[src/inc/sbsc_defines.svh]
`ifndef SBSC_DEFINES_SVH
`define SBSC_DEFINES_SVH

// ----------------------------------------
// Register map (byte addresses)
// ----------------------------------------
`define SBSC_ADDR_STATE_CODE 8'h00
`define SBSC_ADDR_CONTROL 8'h04
`define SBSC_ADDR_EVENT 8'h08

// ----------------------------------------
// Field layout and reset values
// ----------------------------------------
`define SBSC_CODE_RESET 8'hF8
`define SBSC_CODE_LOW_W 3
`define SBSC_LOW_ZERO 3'h0
`define SBSC_CTRL_FLAG_BIT 0
`define SBSC_STATE_COUNT 28
`define SBSC_RESP_OKAY 2'h0
`define SBSC_RESP_SLVERR 2'h2

`endif

[src/inc/sbsc_pkg.sv]
package sbsc_pkg;
	typedef logic [4:0] sbsc_state_t;
	typedef enum {SBSC_IDLE, SBSC_RESP} sbsc_axi_e;
endpackage : sbsc_pkg

[src/hdl/sbsc_code_reg.sv]
`timescale 1ns/1ps
`include "sbsc_defines.svh"

module sbsc_code_reg (
	// Clock and reset
	input wire logic ref_clk,
	input wire logic rst,
	// Event from the interface state machine
	input wire logic state_event,
	input wire sbsc_pkg::sbsc_state_t state_index,
	// Flag clear from software
	input wire logic flag_clear,
	// Outputs
	output logic [7:0] serial_bus_state_code,
	output logic serial_interrupt_flag
);
	// ----------------------------------------
	// Code and flag load together
	// ----------------------------------------
	always_ff @(posedge ref_clk) begin
		if (rst) begin
			serial_bus_state_code <= `SBSC_CODE_RESET;
			serial_interrupt_flag <= 1'b0;
		end else if (state_event) begin
			// Upper bits carry the state, low bits forced zero
			serial_bus_state_code <= {state_index, `SBSC_LOW_ZERO};
			serial_interrupt_flag <= 1'b1;
		end else if (flag_clear) begin
			serial_interrupt_flag <= 1'b0;
		end
	end
endmodule : sbsc_code_reg

[src/hdl/sbsc_status_top.sv]
// Design decisions made here: the AXI4-Lite slave port and the register addresses.
`timescale 1ns/1ps
`include "sbsc_defines.svh"
// Overview of operation
// An 8-bit register holds the code of the present interface state.
// Twenty-eight states, each with its own distinct code.
// Only the upper five bits vary between states.
// Low three bits read zero while the interrupt flag is set.
// Software trusts the code only while the flag reads one.
// Software never writes the code register; writes are refused here.
// Code loads in the same edge the interrupt flag rises.

module sbsc_status_top (
	// Clock and reset
	input wire logic ref_clk,
	input wire logic rst,
	// State machine side
	input wire logic state_event,
	input wire sbsc_pkg::sbsc_state_t state_index,
	output logic serial_interrupt_flag,
	// AXI4-Lite write address
	input wire logic [7:0] s_axi_awaddr,
	input wire logic s_axi_awvalid,
	output logic s_axi_awready,
	// AXI4-Lite write data
	input wire logic [31:0] s_axi_wdata,
	input wire logic [3:0] s_axi_wstrb,
	input wire logic s_axi_wvalid,
	output logic s_axi_wready,
	// AXI4-Lite write response
	output logic [1:0] s_axi_bresp,
	output logic s_axi_bvalid,
	input wire logic s_axi_bready,
	// AXI4-Lite read address
	input wire logic [7:0] s_axi_araddr,
	input wire logic s_axi_arvalid,
	output logic s_axi_arready,
	// AXI4-Lite read data
	output logic [31:0] s_axi_rdata,
	output logic [1:0] s_axi_rresp,
	output logic s_axi_rvalid,
	input wire logic s_axi_rready
);
	// ----------------------------------------
	// Elaboration check
	// ----------------------------------------
	if (`SBSC_STATE_COUNT > 32) begin : g_chk
		$error("state count exceeds five-bit code space");
	end

	logic [7:0] code;
	logic [7:0] aw_addr;
	logic aw_held;
	logic w_held;
	logic [31:0] w_data;
	logic [3:0] w_strb;
	logic [7:0] event_count;

	// ----------------------------------------
	// Write channel
	// ----------------------------------------
	assign s_axi_awready = !aw_held && !s_axi_bvalid;
	assign s_axi_wready = !w_held && !s_axi_bvalid;
	wire aw_take = s_axi_awvalid && s_axi_awready;
	wire w_take = s_axi_wvalid && s_axi_wready;
	wire aw_have = aw_held || aw_take;
	wire w_have = w_held || w_take;
	wire [7:0] wr_addr = aw_held ? aw_addr : s_axi_awaddr;
	wire [31:0] wr_data = w_held ? w_data : s_axi_wdata;
	wire [3:0] wr_strb = w_held ? w_strb : s_axi_wstrb;
	wire wr_fire = aw_have && w_have && !s_axi_bvalid;
	wire wr_ctrl = wr_addr == `SBSC_ADDR_CONTROL;
	// Code register is read-only to software; a write gets SLVERR
	wire wr_ok = wr_ctrl;
	wire flag_clear = wr_fire && wr_ctrl && wr_strb[0] &&
		!wr_data[`SBSC_CTRL_FLAG_BIT];

	always_ff @(posedge ref_clk) begin
		if (rst) begin
			aw_held <= 1'b0;
			w_held <= 1'b0;
			aw_addr <= 8'h00;
			w_data <= 32'h0000_0000;
			w_strb <= 4'h0;
			s_axi_bvalid <= 1'b0;
			s_axi_bresp <= `SBSC_RESP_OKAY;
		end else begin
			if (aw_take && !wr_fire) begin
				aw_held <= 1'b1;
				aw_addr <= s_axi_awaddr;
			end
			if (w_take && !wr_fire) begin
				w_held <= 1'b1;
				w_data <= s_axi_wdata;
				w_strb <= s_axi_wstrb;
			end
			if (wr_fire) begin
				aw_held <= 1'b0;
				w_held <= 1'b0;
				s_axi_bvalid <= 1'b1;
				s_axi_bresp <= wr_ok ? `SBSC_RESP_OKAY : `SBSC_RESP_SLVERR;
			end else if (s_axi_bready) begin
				s_axi_bvalid <= 1'b0;
			end
		end
	end

	// ----------------------------------------
	// Read channel
	// ----------------------------------------
	assign s_axi_arready = !s_axi_rvalid;
	wire ar_take = s_axi_arvalid && s_axi_arready;
	wire rd_code = s_axi_araddr == `SBSC_ADDR_STATE_CODE;
	wire rd_ctrl = s_axi_araddr == `SBSC_ADDR_CONTROL;
	wire rd_evt = s_axi_araddr == `SBSC_ADDR_EVENT;
	wire [31:0] rd_value = rd_code ? {24'h000000, code} :
		rd_ctrl ? {31'h0000_0000, serial_interrupt_flag} :
		rd_evt ? {24'h000000, event_count} : 32'h0000_0000;

	always_ff @(posedge ref_clk) begin
		if (rst) begin
			s_axi_rvalid <= 1'b0;
			s_axi_rdata <= 32'h0000_0000;
			s_axi_rresp <= `SBSC_RESP_OKAY;
		end else if (ar_take) begin
			s_axi_rvalid <= 1'b1;
			s_axi_rdata <= rd_value;
			s_axi_rresp <= (rd_code || rd_ctrl || rd_evt) ? `SBSC_RESP_OKAY :
				`SBSC_RESP_SLVERR;
		end else if (s_axi_rready) begin
			s_axi_rvalid <= 1'b0;
		end
	end

	// Diagnostic count of state entries
	always_ff @(posedge ref_clk) begin
		if (rst) begin
			event_count <= 8'h00;
		end else if (state_event) begin
			event_count <= event_count + 8'h01;
		end
	end

	// ----------------------------------------
	// Code register
	// ----------------------------------------
	sbsc_code_reg u_code (
		.ref_clk(ref_clk),
		.rst(rst),
		.state_event(state_event),
		.state_index(state_index),
		.flag_clear(flag_clear),
		.serial_bus_state_code(code),
		.serial_interrupt_flag(serial_interrupt_flag)
	);
endmodule : sbsc_status_top

[config.mk]
export PLATFORM = sky130hd
export DESIGN_NAME = sbsc_status_top
export DESIGN_NICKNAME = d
export VERILOG_FILES = /design/src/inc/sbsc_pkg.sv /design/src/hdl/sbsc_code_reg.sv /design/src/hdl/sbsc_status_top.sv
export VERILOG_INCLUDE_DIRS = /design/src /design/src/inc
export SDC_FILE = /design/constraint.sdc
export NUM_CORES = 1
export LEC_CHECK = 0
export BUFFER_PORTS_ARGS = -buffer_cell sky130_fd_sc_hd__buf_2
export CORE_UTILIZATION = 45
export CTS_CLUSTER_SIZE = 24
export DETAILED_ROUTE_END_ITERATION = 8
export PLACE_DENSITY_LB_ADDON = 0.08
export SLEW_MARGIN = 20
export SYNTH_ARGS = -nofsm -noshare
export SYNTH_HDL_FRONTEND = slang
export SYNTH_SLANG_ARGS = --single-unit
[constraint.sdc]
create_clock -name ref_clk -period 2.46 [get_ports ref_clk]
set_input_delay 0.246 -clock ref_clk [delete_from_list [all_inputs] [get_ports ref_clk]]
set_output_delay 0.246 -clock ref_clk [all_outputs]
set_load 0.005 [all_outputs]
==> results_dict.tcl, run 1 <==
set metrics [dict create \
    coreArea_mm2 0.00380 \
    synth_area_leaders "dfxtp_1, buf_4, nor2_1, mux2i_1, a211oi_2" \
    drive_above_1_share_pct 25.5 \
    wl_met3_um 199 \
    syn_to_final_growth_pct 13.9 \
    arrival_ns 1.63 \
    powerDensity_mw_per_mm2 613 \
    startpoint_type "input port" \
    hold_class "input port to register" \
    drt_iter0_drc 37 \
    io_pins 107 \
    cts_root_buf "clkbuf_8" \
    top_layer_used "met4" \
    cts-buffers-inserted 5 \
    nFillCells 377 \
    cts_buffer_depth 2 \
    grt_max_degree 40 \
    die_w_um 66.0 \
    die_y_um 66.0 \
    crit_path_end_kind "register" \
    maxCapViolCount 0 \
    hold_buffers 0 \
    whs_endpoint "s_axi_rvalid$_SDFFE_PP0P_" \
    syn-cell-area_mm2 0.00184 \
    hold_depth 2 \
    diodes 0 \
    grt_use_total_pct 16.8 \
    post-place-ws_ns 0.710 \
    vias_per_cell 4.77 \
    timing.fmax_mhz 702 \
    cts_tree "done" \
    synthMuxAreaShare_pct 5.97 \
    yosysMostFrequentCell "dfxtp_1" \
    crit_required_ns 2.66 \
    clk_latency_ns 0.29 \
    yosysWarnings 0 \
    skew_ns 0.00658 \
    synthXorXnorAreaFrac_pct 2.38 \
    portBuffers 46 \
    hold_slack_ns 0.136 \
    cp_max_fo 7 \
    slew_headroom_pct 48.5 \
    place_congestion 0.700 \
    hold_start "s_axi_rready" \
    r2r_cells 4 \
    first_global_vias 1283 \
    wl_per_cell_um 11.5 \
    syn_avg_cell_area_um2 8.99 \
    r2r_start "aw_held$_SDFFE_PP0P_" \
    start_util_pct 48.5 \
    yosysTopAreaCell "dfxtp_1" \
    layout_min_cycle_time_ns 1.43 \
    dr_wl_met2_um 1500 \
    total_power_w 0.00129 \
    r2r_slack_ns 1.07 \
    drt-pass1-iter-count 4 \
    wl_met1_um 1660 \
    synth_fa_ha_area_share_pct 0.679 \
    synth_top_area_share_pct 41.3 \
    hpwl_um 2430 \
    synth_ff_type "dfxtp_1" \
    grt_overflow 0 \
    reg2reg_to "u_code.serial_interrupt_flag$_SDFFE_PP0P_" \
    synth-seq-cells 38 \
    setup_viol 0 \
    tightest_slew_ns 0.773 \
    vias 1426 \
    synth_edf_count 0 \
    drc 0 \
    synthTopCellsByCount "dfxtp_1, nor2_1, buf_4, nand2_1, mux2i_1" \
    setup_slack_ns 1.03 \
    critPathKind "input port to register" \
    grt_pass1_wl_um 5460 \
    final_hold_viol_count 0 \
    cts_resized 0 \
    antenna_found_initial 0 \
    die_area_mm2 0.00436 \
    syn_inst 205 \
    synth-simple-area-share_pct 22.3 \
    htreeDepth 2 \
    cts.sinks 38 \
    final_core_util_pct 55.3 \
    nNetsFinal 316 \
    clk_pin_slew_ns 0.07 \
    rsz0062_at_grt "no" \
    slew_violations 0 \
    yosysUniqueCellTypes 38 \
    ys_seq_area_share_pct 41.3 \
    cts_setup_buffers 0 \
    synth_top_family_by_area "simple AND/OR/NAND/NOR gates" \
    synth_compound_area_share_pct 14.3 \
    tns_ns 0 \
    async_flop_share_pct 0 \
    fin_crit_sh_pct 57.9 \
    outcome "completed" \
    rows 22 \
    leakage_nw 0.895 \
    drtAntennaViolNets 0 \
    ir_drop_mv 0.362 \
    drt-total-wl_um 3430 \
]
## registers in the layout, summed over array words and instances, names as in the netlist
| signal | count |
|---|---|
| aw_addr | 8 |
| event_count | 8 |
| s_axi_rdata | 8 |
| u_code.serial_bus_state_code | 5 |
| aw_held | 1 |
| s_axi_bresp | 1 |
| s_axi_bvalid | 1 |
| s_axi_rresp | 1 |
| s_axi_rvalid | 1 |
| u_code.serial_interrupt_flag | 1 |
| w_data | 1 |
| w_held | 1 |
| w_strb | 1 |
## worst max-delay path by stage
stage | endpoint | slack, ns | start
6_report | s_axi_rdata[5]$_SDFFE_PP0P_ | 1.03 | s_axi_araddr[1]
4_1_cts | s_axi_rdata[5]$_SDFFE_PP0P_ | 1.01 | s_axi_araddr[1]
3_5_place_dp | s_axi_rdata[6]$_SDFFE_PP0P_ | 0.71 | s_axi_araddr[1]
3_3_place_gp | s_axi_rdata[6]$_SDFFE_PP0P_ | 0.71 | s_axi_araddr[1]
2_1_floorplan | s_axi_rdata[3]$_SDFFE_PP0P_ | 0.97 | s_axi_araddr[1]
5_1_grt | u_code.serial_interrupt_flag$_SDFFE_PP0P_ | 0.90 | aw_held$_SDFFE_PP0P_
## cell type report
| cell class | count | area [µm²] | area share [%] |
|---|---|---|---|
| repair buffers | 47 | 238 | 11.3 |
| clock buffers | 7 | 86.3 | 4.11 |
| multi-input cells | 155 | 938 | 44.7 |
| well taps | 48 | 60.1 | 2.86 |
| clock inverters | 1 | 5.00 | 0.238 |
| inverters | 3 | 11.3 | 0.536 |
| flip-flops and latches | 38 | 761 | 36.2 |
## kinds of logic after synthesis
family | count (synthesis)
AND/OR/NAND/NOR | 79
flip-flops | 38
buffers and inverters | 37
AO/OA/AOI/OAI | 33
multiplexers | 11
XOR/XNOR | 5
adder cells (fa/ha/maj) | 1
other | 1
## metrics by stage
step / area, µm² / cells
after detailed placement: 2010 / 291
after global placement: 2010 / 291
after floorplan: 1940 / 230
after CTS: 2100 / 299
after global routing: 2100 / 299
final: 2100 / 299
## placed cells by master (no fill, tap or decap), types with 2 or more instances in the layout
| cell type | count |
|---|---|
| or3_1 | 3 |
| clkbuf_8 | 6 |
| nor2_1 | 31 |
| nor4b_1 | 2 |
| mux2i_1 | 11 |
| and3_1 | 2 |
| nor3_1 | 5 |
| nand3b_1 | 3 |
| a211oi_2 | 5 |
| nor2b_1 | 6 |
| o21ai_0 | 2 |
| conb_1 | 26 |
| a211oi_1 | 3 |
| nand3_1 | 3 |
| nand4_1 | 3 |
| a211o_1 | 6 |
| a21oi_1 | 8 |
| nor3b_1 | 2 |
| inv_1 | 2 |
| dfxtp_1 | 38 |
| o21ai_1 | 5 |
| buf_2 | 46 |
| nand2_1 | 13 |
| xor2_1 | 4 |
## routing by layer
layer / vias to the layer above / global-route usage (%)
li1: 748 / -
met1: 626 / 19.8
met2: 45 / 27.8
met3: 7 / 4.48
met4: 0 / 8.78
met5: - / 0
## critical path, cell delays in order
cell and delay [ns]:
buf_2 0.09, or4_4 0.57, nor4b_4 0.41, nand2_1 0.12
a211oi_2 0.18
## report_power, final
group | internal [W] | switching, W
clock network | 0.000226 | 0.000206
logic | 0.0000822 | 0.0000988
registers | 0.000650 | 0.0000257
Note: power is estimated with default switching activity, not from simulation.
==> run 2, diff against run 1 <==
CORE_UTILIZATION = 43   (was 45)
clock period = 1.4 ns   (was 2.46 ns; I/O delays follow)
==> run 2 against run 1 <==
  * Clock skew is 0.0024 ns lower
  * Critical endpoint is now s_axi_rdata[3]$_SDFFE_PP0P_
  * Register-to-register slack worse by 0.92 ns
  * Sequential share of layout area shrank 1.3 points
  * Largest power group unchanged
==> results_dict.tcl, run 2 (synthesized netlist as in run 1, its figures left out) <==
set metrics [dict create \
    timing.fmax_mhz 761 \
    hpwl_um 2640 \
    die_y_um 67.5 \
    tns_ns 0 \
    setup_slack_ns 0.0855 \
    hold_buffers 0 \
    reg2reg_to "u_code.serial_interrupt_flag$_SDFFE_PP0P_" \
    drt_iter0_drc 53 \
    cts-buffers-inserted 5 \
    layout_commonest_cell "buf_2" \
    die_w_um 67.5 \
    outcome "completed" \
    first_global_vias 1250 \
    whs_endpoint "s_axi_rvalid$_SDFFE_PP0P_" \
    final_hold_viol_count 0 \
    hold_class "input port to register" \
    clk_latency_ns 0.28 \
    htreeDepth 2 \
    crit_required_ns 1.60 \
    crit_path_end_kind "register" \
    syn_to_final_growth_pct 18.1 \
    grt_use_total_pct 16.6 \
    post-place-ws_ns -0.220 \
    crit_chain "buf_2, or4_4, o41ai_4, o21ai_1, a211oi_2" \
    maxCapViolCount 0 \
    drive_above_1_share_pct 27.5 \
    cts_buffer_depth 2 \
    startpoint_type "input port" \
    powerDensity_mw_per_mm2 1020 \
    skew_ns 0.00421 \
    arrival_ns 1.52 \
    diodes 0 \
    drtAntennaViolNets 0 \
    reg_top3 "aw_addr: 8 flops, event_count: 8 flops, s_axi_rdata: 8 flops" \
    drt-total-wl_um 3550 \
    crit_slowest_cell "or4_4" \
    coreArea_mm2 0.00406 \
    leakage_nw 0.935 \
    portBuffers 46 \
    final_core_util_pct 53.7 \
    grt_max_degree 26 \
    drt-pass1-iter-count 4 \
    cts_root_buf "clkbuf_8" \
    vias 1491 \
    wl_per_cell_um 11.5 \
    cts_tree "done" \
    critPathKind "input port to register" \
    r2r_start "w_held$_SDFFE_PP0P_" \
    slew_violations 0 \
    cp.buffers_inverters 1 \
    grt_overflow 0 \
    cts_setup_buffers 0 \
    start_util_pct 45.4 \
    place_congestion 0.734 \
    grt_pass1_wl_um 5560 \
    nFillCells 402 \
    crit_family "compound AO/OA/AOI/OAI gates" \
    cts.sinks 38 \
    rsz0062_at_grt "no" \
    critPathMaxStageDelay_ns 0.57 \
    layout_min_cycle_time_ns 1.31 \
    vias_per_cell 4.84 \
    ir_drop_mv 0.598 \
    hold_start "s_axi_rready" \
    layout_common_cells "buf_2, dfxtp_1, nor2_1, conb_1, nand2_1" \
    antenna_found_initial 0 \
    tightest_slew_ns 0.543 \
    die_area_mm2 0.00455 \
    io_pins 107 \
    hold_depth 2 \
    rows 23 \
    clk_pin_slew_ns 0.07 \
    slew_headroom_pct 63.8 \
    setup_viol 0 \
    drc 0 \
    fin_crit_sh_pct 93.9 \
    r2r_slack_ns 0.15 \
    cp_max_fo 5 \
    hold_slack_ns 0.0303 \
    nNetsFinal 324 \
    r2r_cells 4 \
]
-- run 2: changes by cell type in the layout (fill, tap and decap cells not counted), sizes merged --
| cell | delta |
|---|---|
| clkinv | -1 |
| buf | +8 |
-- run 2: what timing repair did --
action	CTS	global route
endpoints found under the hold margin	0	0
resized for setup	0	1
endpoints found under the setup margin	0	1
-- run 2: stage by stage --
step / instance area [µm²] / total power, W / cells
after floorplan: 1940 / 0.00146 / 230
after global placement: 2100 / 0.00156 / 301
after detailed placement: 2100 / 0.00156 / 301
after CTS: 2170 / 0.00225 / 308
after global routing: 2180 / 0.00235 / 308
final: 2180 / 0.00222 / 308
-- run 2: area by class of cell --
cell class	instances	area, µm²	share of cell area (%)
multi-input cells	155	943	43.3
flip-flops and latches	38	761	34.9
repair buffers	55	323	14.8
clock buffers	7	76.3	3.51
well taps	50	62.6	2.87
inverters	3	11.3	0.517
-- run 2: how the worst max path moves through the flow --
stage / startpoint / endpoint / slack (ns) / depth (start not counted)
floorplan: s_axi_araddr[1] / s_axi_rdata[3]$_SDFFE_PP0P_ / 0.01 / 4
global placement: s_axi_araddr[1] / s_axi_rdata[4]$_SDFFE_PP0P_ / -0.17 / 5
detailed placement: s_axi_araddr[1] / s_axi_rdata[3]$_SDFFE_PP0P_ / -0.22 / 5
CTS: s_axi_araddr[1] / s_axi_rdata[3]$_SDFFE_PP0P_ / 0.07 / 5
global route: aw_held$_SDFFE_PP0P_ / s_axi_bresp[1]$_SDFFE_PP0P_ / 0.02 / 6
finish: s_axi_araddr[1] / s_axi_rdata[3]$_SDFFE_PP0P_ / 0.09 / 5
-- run 2: power by group --
part / switching (W) / internal [W] / total, W
logic: 0.000184 / 0.000168 / 0.000353
registers: 0.0000408 / 0.00114 / 0.00118
clock network: 0.000340 / 0.000342 / 0.000682
total: 0.000565 / 0.00165 / 0.00222
-- run 2: worst reg2reg max path, cell delays in order (launching register included) --
cell and delay (ns):
dfxtp_1 0.40, nor2_1 0.08, or3_1 0.38, nor3_2 0.17
a211oi_1 0.08
-- run 2: per-layer routing --
metal / vias up / wire [µm] / GRT usage (%)
met5: - / 0 / 0
met4: 0 / 73 / 8.78
met3: 7 / 206 / 4.05
met2: 52 / 1640 / 26.6
met1: 667 / 1630 / 20.5
li1: 765 / - / -
==> run 3, diff against run 2 <==
CORE_UTILIZATION = 39   (was 43)
clock period = 1.2 ns   (was 1.4 ns; I/O delays follow)
==> run 3 against run 2 <==
  * The flow now finishes with violations (DRC, setup timing)
  * Global-route usage decreased by 0.24 points
  * Non-clock buffer count increased by 12
  * Via count increased by 3.6%
  * Critical endpoint is now s_axi_rdata[5]$_SDFFE_PP0P_
  * Largest power group unchanged
==> results_dict.tcl, run 3 (synthesized netlist as in run 1, its figures left out) <==
set metrics [dict create \
    outcome "finished, violations left" \
    violations "DRC, setup timing" \
    leakage_nw 1.06 \
    rows 24 \
    start_util_pct 41.5 \
    drc 15 \
    final_hold_viol_count 0 \
    seqPwrFrac_pct 43.4 \
    startpoint_type "input port" \
    drt-pass1-iter-count 6 \
    die_area_mm2 0.00500 \
    swShare_pct 23.2 \
    io_pins 107 \
    combPwrFrac_pct 14.9 \
    cp_max_fo 5 \
    setup_slack_ns -0.0767 \
    crit_required_ns 1.41 \
    grt_max_degree 25 \
    nNetsFinal 336 \
    multi_input_area_mm2 0.00103 \
    drt-total-wl_um 3990 \
    antenna_found_initial 0 \
    drive_above_1_share_pct 41.3 \
    powerDensity_mw_per_mm2 1300 \
    slew_violations 0 \
    syn_to_final_growth_pct 33.5 \
    arrival_ns 1.49 \
    cts_buffer_depth 2 \
    vias_per_cell 4.78 \
    regArea_um2 779 \
    timing.fmax_mhz 783 \
    cts.sinks 38 \
    nFillCells 458 \
    hold_class "input port to register" \
    die_w_um 70.7 \
    htreeDepth 2 \
    cts_tree "done" \
    clk_latency_ns 0.29 \
    power_frac_clock_pct 41.7 \
    first_global_vias 1403 \
    clk_pin_slew_ns 0.07 \
    drtAntennaViolNets 0 \
    p_int_w 0.00246 \
    setup_viol 5 \
    grt_overflow 0 \
    skew_ns 0.0124 \
    vias 1544 \
    final_core_util_pct 55.4 \
    grt_pass1_wl_um 6380 \
    diodes 0 \
    layout_min_cycle_time_ns 1.28 \
    reg_top3 "aw_addr: 8 flops, event_count: 8 flops, s_axi_rdata: 8 flops" \
    coreArea_mm2 0.00444 \
    p_switching_w 0.000744 \
    hpwl_um 2870 \
    maxCapViolCount 0 \
    crit_path_end_kind "register" \
    layout_common_cells "buf_2, dfxtp_1, nor2_1, conb_1, buf_4" \
    rsz0062_at_grt "yes" \
    grt_use_total_pct 16.4 \
    die_y_um 70.7 \
    layout_commonest_cell "buf_2" \
    critPathKind "input port to register" \
    final_cells 323 \
    portBuffers 46 \
    drt_iter0_drc 63 \
    wl_per_cell_um 12.4 \
    ir_drop_mv 0.533 \
    tns_ns -0.338 \
    cts_root_buf "clkbuf_8" \
    place_congestion 0.723 \
    placedCellCount 315 \
    cts-buffers-inserted 5 \
    fin_crit_sh_pct 106 \
]
==> run 3: repair_timing <==
action,4_1_cts,5_1_grt
pin swaps,3,14
setup endpoints to repair,10,21
cloned,0,0
hold endpoints to repair,1,0
buffers inserted,0,0
gates resized for setup,7,30
hold buffers,1,0
==> run 3: metal layers <==
layer	vias up	track usage, %	part of all wire (%)
met5	-	0	0
met4	0	6.67	0.75
met3	2	5.13	5.8
met2	49	26.2	47
met1	706	20.6	46
li1	787	-	-
==> run 3: path summary, 6_finish.rpt <==
path              depth (start not counted)                        start  slack [ns]                                            to
setup / recovery                          5              s_axi_araddr[1]       -0.08                   s_axi_rdata[5]$_SDFFE_PP0P_
setup reg to reg                          4         aw_held$_SDFFE_PP0P_        0.02     u_code.serial_interrupt_flag$_SDFFE_PP0P_
hold reg to reg                           2  s_axi_rdata[0]$_SDFFE_PP0P_        0.45                   s_axi_rdata[0]$_SDFFE_PP0P_
hold / removal                            2               state_index[0]        0.03  u_code.serial_bus_state_code[3]$_SDFFE_PP1P_
==> run 3: power by group through the flow <==
| stage | Combinational (W) | Sequential, W | Clock [W] |
|---|---|---|---|
| after global placement | 0.000438 | 0.00141 | 0 |
| final | 0.000479 | 0.00139 | 0.00134 |
| after floorplan | 0.000303 | 0.00141 | 0 |
| after CTS | 0.000452 | 0.00138 | 0.00137 |
| after detailed placement | 0.000443 | 0.00141 | 0 |
| after global routing | 0.000534 | 0.00140 | 0.00142 |
==> run 3: worst max-delay path, cell delays in order <==
cell and delay (ns):
buf_6 0.09, or4_4 0.57, o41ai_4 0.34, o21ai_1 0.15, a211oi_2 0.22
==> run 3: metrics by stage <==
step           worst slack (ns)  hold WS, ns  instance area [µm²]  total power, W
5_1_grt                  -0.137       0.0313                 2460         0.00335
6_report                -0.0767       0.0265                 2460         0.00321
3_3_place_gp             -0.353        0.303                 2190         0.00185
2_1_floorplan            -0.165        0.219                 1950         0.00171
3_5_place_dp             -0.402        0.309                 2190         0.00185
4_1_cts                 -0.0876       0.0230                 2370         0.00320
==> run 3: final cells by class <==
type                    count  area share [%]
clock buffers               6            3.36
repair buffers             67            17.6
multi-input cells         155            41.7
clock inverters             2            2.44
inverters                   3           0.559
flip-flops and latches     38            31.7
well taps                  52            2.64
